[config.mk]
export PLATFORM = sky130hd
export DESIGN_NAME = fspc_top
export DESIGN_NICKNAME = d
export VERILOG_FILES = /design/src/pkg/fspc_pkg.sv /design/src/pkg/fspc_latch_if.sv /design/src/rtl/fspc_latch_mem.sv /design/src/rtl/fspc_top.sv
export SDC_FILE = /design/constraint.sdc
export NUM_CORES = 1
export LEC_CHECK = 0
export BUFFER_PORTS_ARGS = -buffer_cell sky130_fd_sc_hd__buf_2
export CAP_MARGIN = 30
export CORE_MARGIN = 4
export CORE_UTILIZATION = 30
export DETAILED_ROUTE_END_ITERATION = 8
export GPL_TIMING_DRIVEN = 0
export SLEW_MARGIN = 20
export SYNTH_ARGS = -nofsm -noshare
export SYNTH_HDL_FRONTEND = slang
export SYNTH_SLANG_ARGS = --single-unit
[constraint.sdc]
create_clock -name ref_clk_i -period 36.9 [get_ports ref_clk_i]
set_input_delay 1.845 -clock ref_clk_i [delete_from_list [all_inputs] [get_ports ref_clk_i]]
set_output_delay 1.845 -clock ref_clk_i [all_outputs]
set_load 0.05 [all_outputs]
[src/pkg/fspc_pkg.sv]
// Purpose: shared constants for the flash self-program controller
// Assumes: one 25 MHz clock, one instruction cycle per clock
// Notes:   register selects and control bit positions are fixed here

package fspc_pkg;

   // ==========================================================
   // widths and latch array
   localparam int unsigned DATA_W    = 14;
   localparam int unsigned ADDR_W    = 15;
   localparam int unsigned LATCH_N   = 32;
   localparam int unsigned IDX_W     = 5;
   localparam logic [13:0] BLANK_WORD = 14'h3FFF;

   // ==========================================================
   // register selects on the special-register port
   localparam logic [2:0] SEL_ADDR_LO = 3'h0;
   localparam logic [2:0] SEL_ADDR_HI = 3'h1;
   localparam logic [2:0] SEL_DATA_LO = 3'h2;
   localparam logic [2:0] SEL_DATA_HI = 3'h3;
   localparam logic [2:0] SEL_CTRL    = 3'h4;
   localparam logic [2:0] SEL_KEY     = 3'h5;

   // ==========================================================
   // control register bit positions and reset value
   localparam int unsigned CTL_RD    = 0;
   localparam int unsigned CTL_WR    = 1;
   localparam int unsigned CTL_GATE  = 2;
   localparam int unsigned CTL_ABORT = 3;
   localparam int unsigned CTL_ERASE = 4;
   localparam int unsigned CTL_LATCH = 5;
   localparam int unsigned CTL_CFG   = 6;
   localparam logic [7:0]  CTL_RESET = 8'h00;

   // ==========================================================
   // unlock keys
   localparam logic [7:0] KEY_FIRST  = 8'h55;
   localparam logic [7:0] KEY_SECOND = 8'hAA;

   // ==========================================================
   // self-program guard settings and region bounds
   localparam logic [1:0]  GUARD_ALL  = 2'h0;
   localparam logic [1:0]  GUARD_HALF = 2'h1;
   localparam logic [1:0]  GUARD_BOOT = 2'h2;
   localparam logic [14:0] GUARD_BOOT_END = 15'h0200;
   localparam logic [14:0] GUARD_HALF_END = 15'h4000;

   // ==========================================================
   // row erase / row program duration
   localparam int unsigned CLK_PERIOD_NS  = 40;
   localparam int unsigned ROW_OP_TIME_NS = 2000000;
   localparam int unsigned ROW_OP_CYCLES_DFLT =
      ROW_OP_TIME_NS / CLK_PERIOD_NS;

   // ==========================================================
   // sequencer and unlock states
   typedef enum logic [6:0]
   {
      ST_IDLE     = 7'h01,
      ST_RD_WAIT  = 7'h02,
      ST_RD_STEAL = 7'h04,
      ST_NOP1     = 7'h08,
      ST_NOP2     = 7'h10,
      ST_STREAM   = 7'h20,
      ST_TIMER    = 7'h40
   } fspc_state_t;

   typedef enum logic [2:0]
   {
      KEY_IDLE  = 3'h1,
      KEY_HALF  = 3'h2,
      KEY_ARMED = 3'h4
   } fspc_key_t;

endpackage

[src/pkg/fspc_latch_if.sv]
// Purpose: carrier between the sequencer and the write latch store
// Assumes: single clock domain
// Notes:   read data is registered inside the store

`timescale 1ns/1ps

interface fspc_latch_if;
   logic        wr_en;
   logic [4:0]  wr_idx;
   logic [13:0] wr_data;
   logic [4:0]  rd_idx;
   logic [13:0] rd_data;
   logic        clear;

   modport ctl (output wr_en, wr_idx, wr_data, rd_idx, clear,
                input rd_data);
   modport mem (input wr_en, wr_idx, wr_data, rd_idx, clear,
                output rd_data);
endinterface

[src/rtl/fspc_latch_mem.sv]
// Purpose: 32 word-wide write latches for row programming
// Assumes: clear and write never collide in one cycle
// Notes:   read data one cycle after the index

`timescale 1ns/1ps

module fspc_latch_mem
   import fspc_pkg::*;
(
   input  wire logic   clk_i,
   input  wire logic   rst_n_i,
   fspc_latch_if.mem   lat
);

   logic [13:0] word [LATCH_N];

   // ==========================================================
   // latch store: blank after reset and after each row operation
   always_ff @(posedge clk_i or negedge rst_n_i)
   begin
      if (!rst_n_i)
      begin
         for (int i = 0; i < LATCH_N; i++)
            word[i] <= BLANK_WORD;
      end
      else if (lat.clear)
      begin
         for (int i = 0; i < LATCH_N; i++)
            word[i] <= BLANK_WORD;
      end
      else if (lat.wr_en)
         word[lat.wr_idx] <= lat.wr_data;
   end

   // registered read port
   always_ff @(posedge clk_i or negedge rst_n_i)
   begin
      if (!rst_n_i)
         lat.rd_data <= BLANK_WORD;
      else
         lat.rd_data <= word[lat.rd_idx];
   end

endmodule

[src/rtl/fspc_top.sv]
// Purpose: flash self-program controller (read, row erase, program)
// Assumes: one instruction per clock; core honours squash and stall
// Notes:   array read data is sampled in the cycle array_rd_o is high
//
// Overview of operation
// - data pair holds 14-bit word, address pair holds 15-bit word address
// - erase and program durations come from an internal cycle timer
// - readout lock low blocks external reads and writes, not self ops
// - only an external bulk erase releases the readout lock
// - guard setting refuses self erase/write in its region only
// - high address byte holds upper bits, low byte the lower eight
// - read-go and program-go set by software, cleared by hardware only
// - erase or program needs the enable gate, cleared at power-up
// - reset during a row operation sets the abort flag
// - unlock-key register is write-only and reads as zero
// - erase works on 32-word rows; 32 write latches exist
// - latches are hidden and filled only through the data pair
// - second cycle after read-go is stolen; data ready next cycle
// - data pair holds the read word until next read or write
// - unlock order is 55h, AAh, program-go, two no-operations
// - erase, latch load and row writes need a complete unlock
// - setting program-go forces the next two slots to no-ops
// - row erase or program stalls the core until it ends
// - latch load does not stall after the two forced no-ops
// - latch-only mode loads one latch; else whole row is written
// - erase-select with gate turns the operation into row erase
// - every row write or erase returns all latches to 3FFFh
// - upper ten address bits pick row, lower five pick the latch

`timescale 1ns/1ps

module fspc_top
   import fspc_pkg::*;
#(
   parameter int unsigned ROW_OP_CYCLES = ROW_OP_CYCLES_DFLT
)
(
   input  wire logic        ref_clk_i,
   input  wire logic        rst_n_i,
   input  wire logic        por_n_i,
   input  wire logic [2:0]  sfr_sel_i,
   input  wire logic        sfr_wr_i,
   input  wire logic        sfr_rd_i,
   input  wire logic [7:0]  sfr_wdata_i,
   output logic      [7:0]  sfr_rdata_o,
   output logic             squash_o,
   output logic             stall_o,
   input  wire logic        readout_lock_n_i,
   input  wire logic [1:0]  self_program_guard_i,
   input  wire logic        ext_rd_i,
   input  wire logic        ext_wr_i,
   input  wire logic        ext_bulk_erase_i,
   output logic             ext_rd_en_o,
   output logic             ext_wr_en_o,
   output logic             ext_bulk_erase_o,
   output logic      [14:0] array_addr_o,
   output logic             array_rd_o,
   input  wire logic [13:0] array_rdata_i,
   output logic             array_wr_o,
   output logic      [13:0] array_wdata_o,
   output logic             array_erase_o,
   output logic             array_cfg_o
);

   // ==========================================================
   // reset release: two flops each; sys reset joins both
   logic rst_meta, rst_q, por_meta, por_q, sys_rst_n;

   always_ff @(posedge ref_clk_i or negedge rst_n_i)
   begin
      if (!rst_n_i)
         {rst_q, rst_meta} <= 2'h0;
      else
         {rst_q, rst_meta} <= {rst_meta, 1'b1};
   end

   always_ff @(posedge ref_clk_i or negedge por_n_i)
   begin
      if (!por_n_i)
         {por_q, por_meta} <= 2'h0;
      else
         {por_q, por_meta} <= {por_meta, 1'b1};
   end

   assign sys_rst_n = rst_q & por_q;

   // ==========================================================
   // registers and decode
   fspc_state_t state, next_state;
   fspc_key_t   key_state;
   logic [14:0] addr;
   logic [13:0] data;
   logic        rd_go, wr_go, gate, erase_sel, latch_only, cfg_sel;
   logic        abort_flag, inflight;
   logic [5:0]  str_cnt;
   logic [15:0] tmr;
   logic        idle, wr_ctl, rd_start, wr_req, wr_ok, guard_hit;
   fspc_latch_if lat ();

   assign idle     = (state == ST_IDLE);
   assign wr_ctl   = sfr_wr_i && (sfr_sel_i == SEL_CTRL);
   assign rd_start = wr_ctl && idle && sfr_wdata_i[CTL_RD];
   assign wr_req   = wr_ctl && idle && !sfr_wdata_i[CTL_RD] &&
                     sfr_wdata_i[CTL_WR];

   // guard region test on a word address
   function automatic logic guarded(input logic [1:0] g,
                                    input logic [14:0] a);
      logic hit;
      hit = 1'b0;
      case (g)
         GUARD_ALL:  hit = 1'b1;
         GUARD_HALF: hit = (a < GUARD_HALF_END);
         GUARD_BOOT: hit = (a < GUARD_BOOT_END);
         default:    hit = 1'b0;
      endcase
      return hit;
   endfunction

   assign guard_hit = !cfg_sel && guarded(self_program_guard_i, addr) &&
                      (erase_sel || !latch_only);
   assign wr_ok = wr_req && (key_state == KEY_ARMED) && gate && !guard_hit;

   // ==========================================================
   // external access gating
   assign ext_rd_en_o = ext_rd_i && readout_lock_n_i;
   assign ext_wr_en_o = ext_wr_i && readout_lock_n_i;
   // bulk erase always allowed, it clears the lock
   assign ext_bulk_erase_o = ext_bulk_erase_i;

   // ==========================================================
   // address pair; frozen while an operation runs
   // split address pair
   always_ff @(posedge ref_clk_i or negedge sys_rst_n)
   begin
      if (!sys_rst_n)
         addr <= 15'h0000;
      else if (sfr_wr_i && idle && sfr_sel_i == SEL_ADDR_LO)
         addr[7:0] <= sfr_wdata_i;
      else if (sfr_wr_i && idle && sfr_sel_i == SEL_ADDR_HI)
         addr[14:8] <= sfr_wdata_i[6:0];
   end

   // data pair: read capture or software write only
   always_ff @(posedge ref_clk_i or negedge sys_rst_n)
   begin
      if (!sys_rst_n)
         data <= 14'h0000;
      else if (state == ST_RD_STEAL)
         data <= array_rdata_i;
      else if (sfr_wr_i && sfr_sel_i == SEL_DATA_LO)
         data[7:0] <= sfr_wdata_i;
      else if (sfr_wr_i && sfr_sel_i == SEL_DATA_HI)
         data[13:8] <= sfr_wdata_i[5:0];
   end

   // ==========================================================
   // control bits; mode bits only change while idle
   always_ff @(posedge ref_clk_i or negedge sys_rst_n)
   begin
      if (!sys_rst_n)
      begin
         {cfg_sel, latch_only, erase_sel, gate} <= 4'h0;
      end
      else if (wr_ctl && idle)
      begin
         gate       <= sfr_wdata_i[CTL_GATE];
         erase_sel  <= sfr_wdata_i[CTL_ERASE];
         latch_only <= sfr_wdata_i[CTL_LATCH];
         cfg_sel    <= sfr_wdata_i[CTL_CFG];
      end
   end

   // go bits: set by software, cleared by hardware
   always_ff @(posedge ref_clk_i or negedge sys_rst_n)
   begin
      if (!sys_rst_n)
         {wr_go, rd_go} <= 2'h0;
      else
      begin
         if (rd_start)
            rd_go <= 1'b1;
         else if (state == ST_RD_STEAL)
            rd_go <= 1'b0;
         if (wr_ok)
            wr_go <= 1'b1;
         else if (next_state == ST_IDLE)
            wr_go <= 1'b0;
      end
   end

   // unlock tracker; any other write disarms
   always_ff @(posedge ref_clk_i or negedge sys_rst_n)
   begin
      if (!sys_rst_n)
         key_state <= KEY_IDLE;
      else if (sfr_wr_i && sfr_sel_i == SEL_KEY &&
               sfr_wdata_i == KEY_FIRST)
         key_state <= KEY_HALF;
      else if (sfr_wr_i && sfr_sel_i == SEL_KEY &&
               sfr_wdata_i == KEY_SECOND && key_state == KEY_HALF)
         key_state <= KEY_ARMED;
      else if (sfr_wr_i)
         key_state <= KEY_IDLE;
   end

   // ==========================================================
   // abort flag survives core reset; set beats software clear
   always_ff @(posedge ref_clk_i or negedge por_q)
   begin
      if (!por_q)
      begin
         inflight   <= 1'b0;
         abort_flag <= 1'b0;
      end
      else if (!rst_q)
      begin
         inflight   <= 1'b0;
         abort_flag <= abort_flag | inflight;
      end
      else
      begin
         inflight <= stall_o;
         if (wr_ctl && !sfr_wdata_i[CTL_ABORT])
            abort_flag <= 1'b0;
      end
   end

   // key register reads zero; latches have no read path
   always_ff @(posedge ref_clk_i or negedge sys_rst_n)
   begin
      if (!sys_rst_n)
         sfr_rdata_o <= 8'h00;
      else if (sfr_rd_i)
      begin
         case (sfr_sel_i)
            SEL_ADDR_LO: sfr_rdata_o <= addr[7:0];
            SEL_ADDR_HI: sfr_rdata_o <= {1'b0, addr[14:8]};
            SEL_DATA_LO: sfr_rdata_o <= data[7:0];
            SEL_DATA_HI: sfr_rdata_o <= {2'h0, data[13:8]};
            SEL_CTRL:    sfr_rdata_o <= {1'b0, cfg_sel, latch_only,
                                         erase_sel, abort_flag, gate,
                                         wr_go, rd_go};
            default:     sfr_rdata_o <= 8'h00;
         endcase
      end
   end

   // ==========================================================
   // sequencer next state
   always_comb
   begin
      next_state = state;
      case (state)
         ST_IDLE:
         begin
            if (rd_start)
               next_state = ST_RD_WAIT;
            else if (wr_ok)
               next_state = ST_NOP1;
         end
         ST_RD_WAIT:  next_state = ST_RD_STEAL;
         ST_RD_STEAL: next_state = ST_IDLE;
         ST_NOP1:     next_state = ST_NOP2;
         // latch load returns at once; erase skips stream
         ST_NOP2:
         begin
            if (erase_sel)
               next_state = ST_TIMER;
            else if (latch_only)
               next_state = ST_IDLE;
            else
               next_state = ST_STREAM;
         end
         ST_STREAM:
         begin
            if (str_cnt == 6'(LATCH_N))
               next_state = ST_TIMER;
         end
         ST_TIMER:
         begin
            if (tmr == 16'h0000)
               next_state = ST_IDLE;
         end
         default:     next_state = ST_IDLE;
      endcase
   end

   always_ff @(posedge ref_clk_i or negedge sys_rst_n)
   begin
      if (!sys_rst_n)
         state <= ST_IDLE;
      else
         state <= next_state;
   end

   // internal duration timer and stream counter
   always_ff @(posedge ref_clk_i or negedge sys_rst_n)
   begin
      if (!sys_rst_n)
      begin
         tmr     <= 16'h0000;
         str_cnt <= 6'h00;
      end
      else
      begin
         if (next_state == ST_TIMER && state != ST_TIMER)
            tmr <= 16'(ROW_OP_CYCLES - 1);
         else if (state == ST_TIMER)
            tmr <= tmr - 16'h0001;
         str_cnt <= (state == ST_STREAM) ? str_cnt + 6'h01 : 6'h00;
      end
   end

   // steal slot; two forced no-ops; stall
   assign squash_o = (state == ST_RD_STEAL) || (state == ST_NOP1) ||
                     (state == ST_NOP2);
   assign stall_o  = (state == ST_STREAM) || (state == ST_TIMER);

   // ==========================================================
   // latch store: load addressed latch; blank after row op
   assign lat.wr_en   = wr_ok && !erase_sel;
   // low five bits pick the latch
   assign lat.wr_idx  = addr[IDX_W-1:0];
   assign lat.wr_data = data;
   assign lat.rd_idx  = str_cnt[IDX_W-1:0];
   assign lat.clear   = (state == ST_TIMER) && (tmr == 16'h0000);

   fspc_latch_mem u_latch (
      .clk_i   (ref_clk_i),
      .rst_n_i (sys_rst_n),
      .lat     (lat)
   );

   // array strobes; row from upper ten bits
   always_ff @(posedge ref_clk_i or negedge sys_rst_n)
   begin
      if (!sys_rst_n)
      begin
         array_addr_o  <= 15'h0000;
         array_rd_o    <= 1'b0;
         array_wr_o    <= 1'b0;
         array_wdata_o <= BLANK_WORD;
         array_erase_o <= 1'b0;
         array_cfg_o   <= 1'b0;
      end
      else
      begin
         array_rd_o    <= (state == ST_RD_WAIT);
         array_wr_o    <= (state == ST_STREAM) && (str_cnt != 6'h00);
         array_wdata_o <= lat.rd_data;
         array_erase_o <= (state == ST_NOP2) && erase_sel;
         array_cfg_o   <= cfg_sel;
         if (state == ST_STREAM)
            array_addr_o <= {addr[14:5], 5'(str_cnt - 6'h01)};
         else
            array_addr_o <= addr;
      end
   end

   // ==========================================================
   // checks
   logic [16:0] stall_cnt;

   always_ff @(posedge ref_clk_i or negedge sys_rst_n)
   begin
      if (!sys_rst_n)
         stall_cnt <= 17'h0_0000;
      else
         stall_cnt <= stall_o ? stall_cnt + 17'h0_0001 : 17'h0_0000;
   end
endmodule

* After elaboration in Yosys (flattened, before gate mapping)
Cells that the tools add are included.
** Storage, ports and cells
- Register bits :: 576
** Operators by class
- Add/subtract/negate cells :: 3
- Magnitude comparators :: 5
- Bitwise logic cells :: 5
- Equal/unequal tests :: 24
- Reductions and logical operators :: 51
- Muxes and demuxes :: 35
** Operators with widths (number)
- $mux 448 :: 2
- $bwmux 448 :: 1
- $bmux 14 s5 :: 1
- $demux 14 s5 :: 1
- $mux 14 :: 4
- $pmux 7 s6 :: 1
- $pmux 8 s5 :: 1
- $mux 7 :: 5
- $mux 16 :: 2
- $logic_and 1x1->1 :: 28
- $mux 6 :: 4
- $logic_not 16->1 :: 1
- $sub 16x1->16 const B :: 1
- $lt 15x10->1 const B :: 1
- $lt 15x15->1 const B :: 1
- $eq 7x1->1 const B :: 2
- $eq 7x7->1 const B :: 2
- $ge 6x6->1 const B :: 2
- $not 5->6 :: 2
- $reduce_bool 2->1 :: 6
- $eq 3x2->1 const B :: 3
- $eq 3x3->1 const B :: 3
- $mux 3 :: 3
- $eq 8x7->1 const B :: 1
- 29 further kinds :: 45

* Depth between registers and ports, before layout
- Depth after elaboration :: 14
- Mapped depth :: 11

* Modules after synthesis
From an unflattened synthesis, not the netlist that was laid out.
** Unflattened totals
- Cells, all modules :: 2641
- Area total of the unflattened synthesis :: 28977.8 sq um
** By module, submodules not included
- fspc_latch_mem :: area an instance 23866.6 sq um, cells each 2190, instances 1
- fspc_top :: area an instance 5111.2 sq um, cells each 451, instances 1

* Worst setup path before layout
OpenSTA, ideal clock, no wires.
- Kind :: input to output
- From :: input port ext_rd_i
- To :: output port ext_rd_en_o
- Required time :: 35.055 ns
- Cell stages on the path :: 1
- Buffers on the path :: 0
- Path slack :: 32.798 ns
- Arrival time :: 2.257 ns
- Path through :: and2_1
** Between the ends
- Longest elaborated chain between the ends :: 1
** Ends and longest elaborated chain
- from (decl) :: line fspc_top.sv:50 : input wire logic ext_rd_i,
- $logic_and 1x1->1 :: line fspc_top.sv:126 : assign ext_rd_en_o = ext_rd_i && readout_lock_n_i;
- to (decl) :: line fspc_top.sv:53 : output logic ext_rd_en_o,
Every way passes these cells.

* Final worst setup path
- From :: register state[0]
- To :: output port squash_o
** Between the ends
- Longest elaborated chain between the ends :: 3
- Elaborated cells between the ends (all ways) :: 5
- Classes of those cells :: eq/ne: 3; reduce/logical: 2
** Ends and longest elaborated chain
- from (decl) :: line fspc_top.sv:89 : fspc_state_t state, next_state;
- from (signal assigned) :: line fspc_top.sv:294 : state <= next_state;
- $eq 7x3->1 or $eq 7x4->1 (tied branches) :: line fspc_top.sv:316 : assign squash_o = (state == ST_RD_STEAL) || (state == ST_NOP1) ||
- $logic_or 1x1->1 :: line fspc_top.sv:316
- $logic_or 1x1->1 * :: line fspc_top.sv:316
- to (decl) :: line fspc_top.sv:46 : output logic squash_o,
Mark *: on every way between the ends. The rest lies on a longest branch, timed or not.

==> flow_summary.toml <==
[clocking]
clockBufferDepth = 3
clockRootBuffer = "clkbuf_16"
cts_tree = "built"
htreeDepth = 2
cts_buffers = 59
cts.sinks = 576
holdBufCountCts = 0
clock_latency_ns = 0.63
clk_pin_slew_ns = 0.06
post_cts_buffers = 0
cts_resized = 0

[sta]
period_needed_ns = 4.752
fin_skew_ns = 0.01236
max_slew.worst_pin.slew_ns = 1.049
setup-violations-final = 0
hold_viol = 0
slew_headroom = 0.3007
slew_viol_final = 0
max_freq_mhz = 210.4
setup_tns_ns = 0
period_share = 0.1288
rsz0062_at_grt = "no"

[worst_setup_path]
cp_max_fo = 10
arrival_ns = 2.91
critPathMaxStageDelay_ns = 0.66
cp_slowest_cell = "clkbuf_1"
path_common_cell = "clkbuf_1"
cp.required_ns = 35.06
cp_num_buf_inv = 3
critPathTopFamily = "buffers and inverters"
end_kind = "output pin"
startpoint_type = "flip-flop"
crit_chain = "nor2_1 > nand4b_1 > clkbuf_1 > clkbuf_1 > nand2_1 > buf_2"
critPathKind = "flip-flop to output pin"

[placed_design]
portBuffers = 79
dp_hpwl_um = 62470
routabilityCongestion = 0.8785
dpl-instance-area_um2 = 30480

[die]
die_x_um = 314.2
core-area_um2 = 93190
ioPinCount = 82
initial_core_util = 0.3019
rows = 112
die_area_um2 = 98740
die_y_um = 314.2

[detailed_routing]
vias_per_cell = 5.063
post-route-drc-count = 0
wirelength_um = 85950
drtIter0Drc = 1436
ant_nets = 0
firstDrtPassIters = 5
wl_per_cell_um = 22.43
num_vias = 19400

[finish]
areaGrowthSynthToFinish_pct = 15.49
regArea_um2 = 15010
multi_input_area_um2 = 12020
final_area_um2 = 32490
layout_common_cells = "529 x nor2_1, 504 x mux2i_1, 478 x dfstp_2"
diodes = 0
fillers = 9205
drive_above_1_share = 0.3503
nets = 2570
layout_commonest_cell = "nor2_1"

[flow_run]
cap_violations = 0

[synth]
syn-instance-count = 2368
yosys.area.top_type = "dfstp_2"
synth_seq_area_share = 0.5336
yosys.area.top_type_share = 0.4464
ys_top_cells_by_area = "dfstp_2 45%, mux2i_1 18%, dfrtp_1 8.7%"
synthArstFlopShare = 1.000
synth_flop_cell = "dfstp_2"
syn_area_per_cell_um2 = 11.88
synth_area_um2 = 28130
synth-edff-count = 0
ys_ff_latch = 576
yosysUniqueCellTypes = 61
synth-warning-count = 0

[grt]
grt_max_degree = 59
grt.overflow.total = 0
antenna_found_initial = 1
grt_pass1_wl_um = 131000
track_usage = 0.1738
first_global_vias = 20000

[power]
p_per_area_nw_per_um2 = 43.85
peakVddDrop_mv = 0.03530
p_leak_nw = 15.52

[hold_path]
hold_path_class = "flip-flop to async pin"

[outcome]
status = "complete, no violations"
-- flip-flops by register name, indices dropped and copies added (netlist names), 3 cells and up --
name / cells
data: 14
array_addr_o: 15
state: 7
u_latch.word: 448
tmr: 16
addr: 15
array_wdata_o: 14
u_latch.lat.rd_data: 14
str_cnt: 6
sfr_rdata_o: 8
key_state: 3
-- kinds of logic (layout without fill, tap and decap cells) --
family / count (synthesis) / in the layout / synth area share
AOI/OAI and AO/OA: 185 / 185 / 0.04358
xor gates and xnor gates: 10 / 10 / 0.003113
adders and majority gates: 4 / 4 / 0.001779
buffers and inverters: 220 / 429 / 0.03976
DFF: 576 / 576 / 0.5336
muxes: 622 / 622 / 0.2658
other: 1 / 2 / 0.0001333
and+or+nand+nor: 750 / 750 / 0.1123
-- cells in the mapped netlist, types with 20 or more instances --
cell / instances
mux2i_1: 504
mux4_2: 98
nor2_1: 531
buf_2: 66
clkbuf_1: 94
nand3_1: 44
nand2_1: 70
mux2_2: 20
o21ai_0: 58
nor3_1: 31
a21oi_1: 27
a22o_1: 22
dfstp_2: 478
buf_6: 21
dfrtp_1: 98
-- stage by stage --
| step | setup WS, ns | power, mW | util | hold WS [ns] | instances |
|---|---|---|---|---|---|
| global placement | 10.20 | 0.8054 | 0.3230 | 0.02998 | 3702 |
| CTS | 32.11 | 1.434 | 0.3484 | 0.04349 | 3829 |
| floorplan | 18.73 | 0.7456 | - | 0.01792 | 2369 |
| finish | 32.15 | 1.425 | 0.3487 | 0.03728 | 3832 |
| detailed placement | 32.28 | 0.8141 | 0.3271 | 0.03191 | 3720 |
| global route | 31.97 | 1.473 | 0.3487 | 0.05311 | 3832 |
-- final timing paths --
kind,startpoint,end,slack (ns),cells after the start
setup / recovery,state[0],squash_o,32.15,6
hold reg to reg,por_q,abort_flag,0.04,0
setup reg to reg,str_cnt[0],tmr[5],32.82,11
min in group ref_clk_i,por_meta,por_q,0.35,0
hold / removal,por_q,abort_flag,0.04,0
max in group asynchronous,por_q,u_latch.word[133],34.55,6
-- per-layer routing --
| metal | track usage | vias to the layer above | routed length [um] |
|---|---|---|---|
| met1 | 0.2428 | 10080 | 38580 |
| met5 | 0 | - | 9 |
| met2 | 0.2705 | 555 | 39280 |
| li1 | - | 8633 | - |
| met4 | 0.05813 | 2 | 2824 |
| met3 | 0.03489 | 133 | 5254 |
-- where the power goes --
part / total, mW / leakage [nW] / switching, mW / internal (mW)
combinational: 0.144 / 8.30 / 0.111 / 0.0335
clock: 0.618 / 0.989 / 0.259 / 0.359
sequential: 0.663 / 6.24 / 0.0136 / 0.649
total: 1.42 / 15.5 / 0.383 / 1.04
-- layout make-up --
cell class / count / share of cell area
clock buffer: 93 / 0.05630
inverter: 19 / 0.002195
multi-input combinational: 1573 / 0.3700
tap: 1254 / 0.04829
buffer: 201 / 0.03223
clock inverter: 16 / 0.004775
sequential: 576 / 0.4620
timing repair buffer: 100 / 0.02415
No activity file was read; power rests on OpenSTA's default activity.
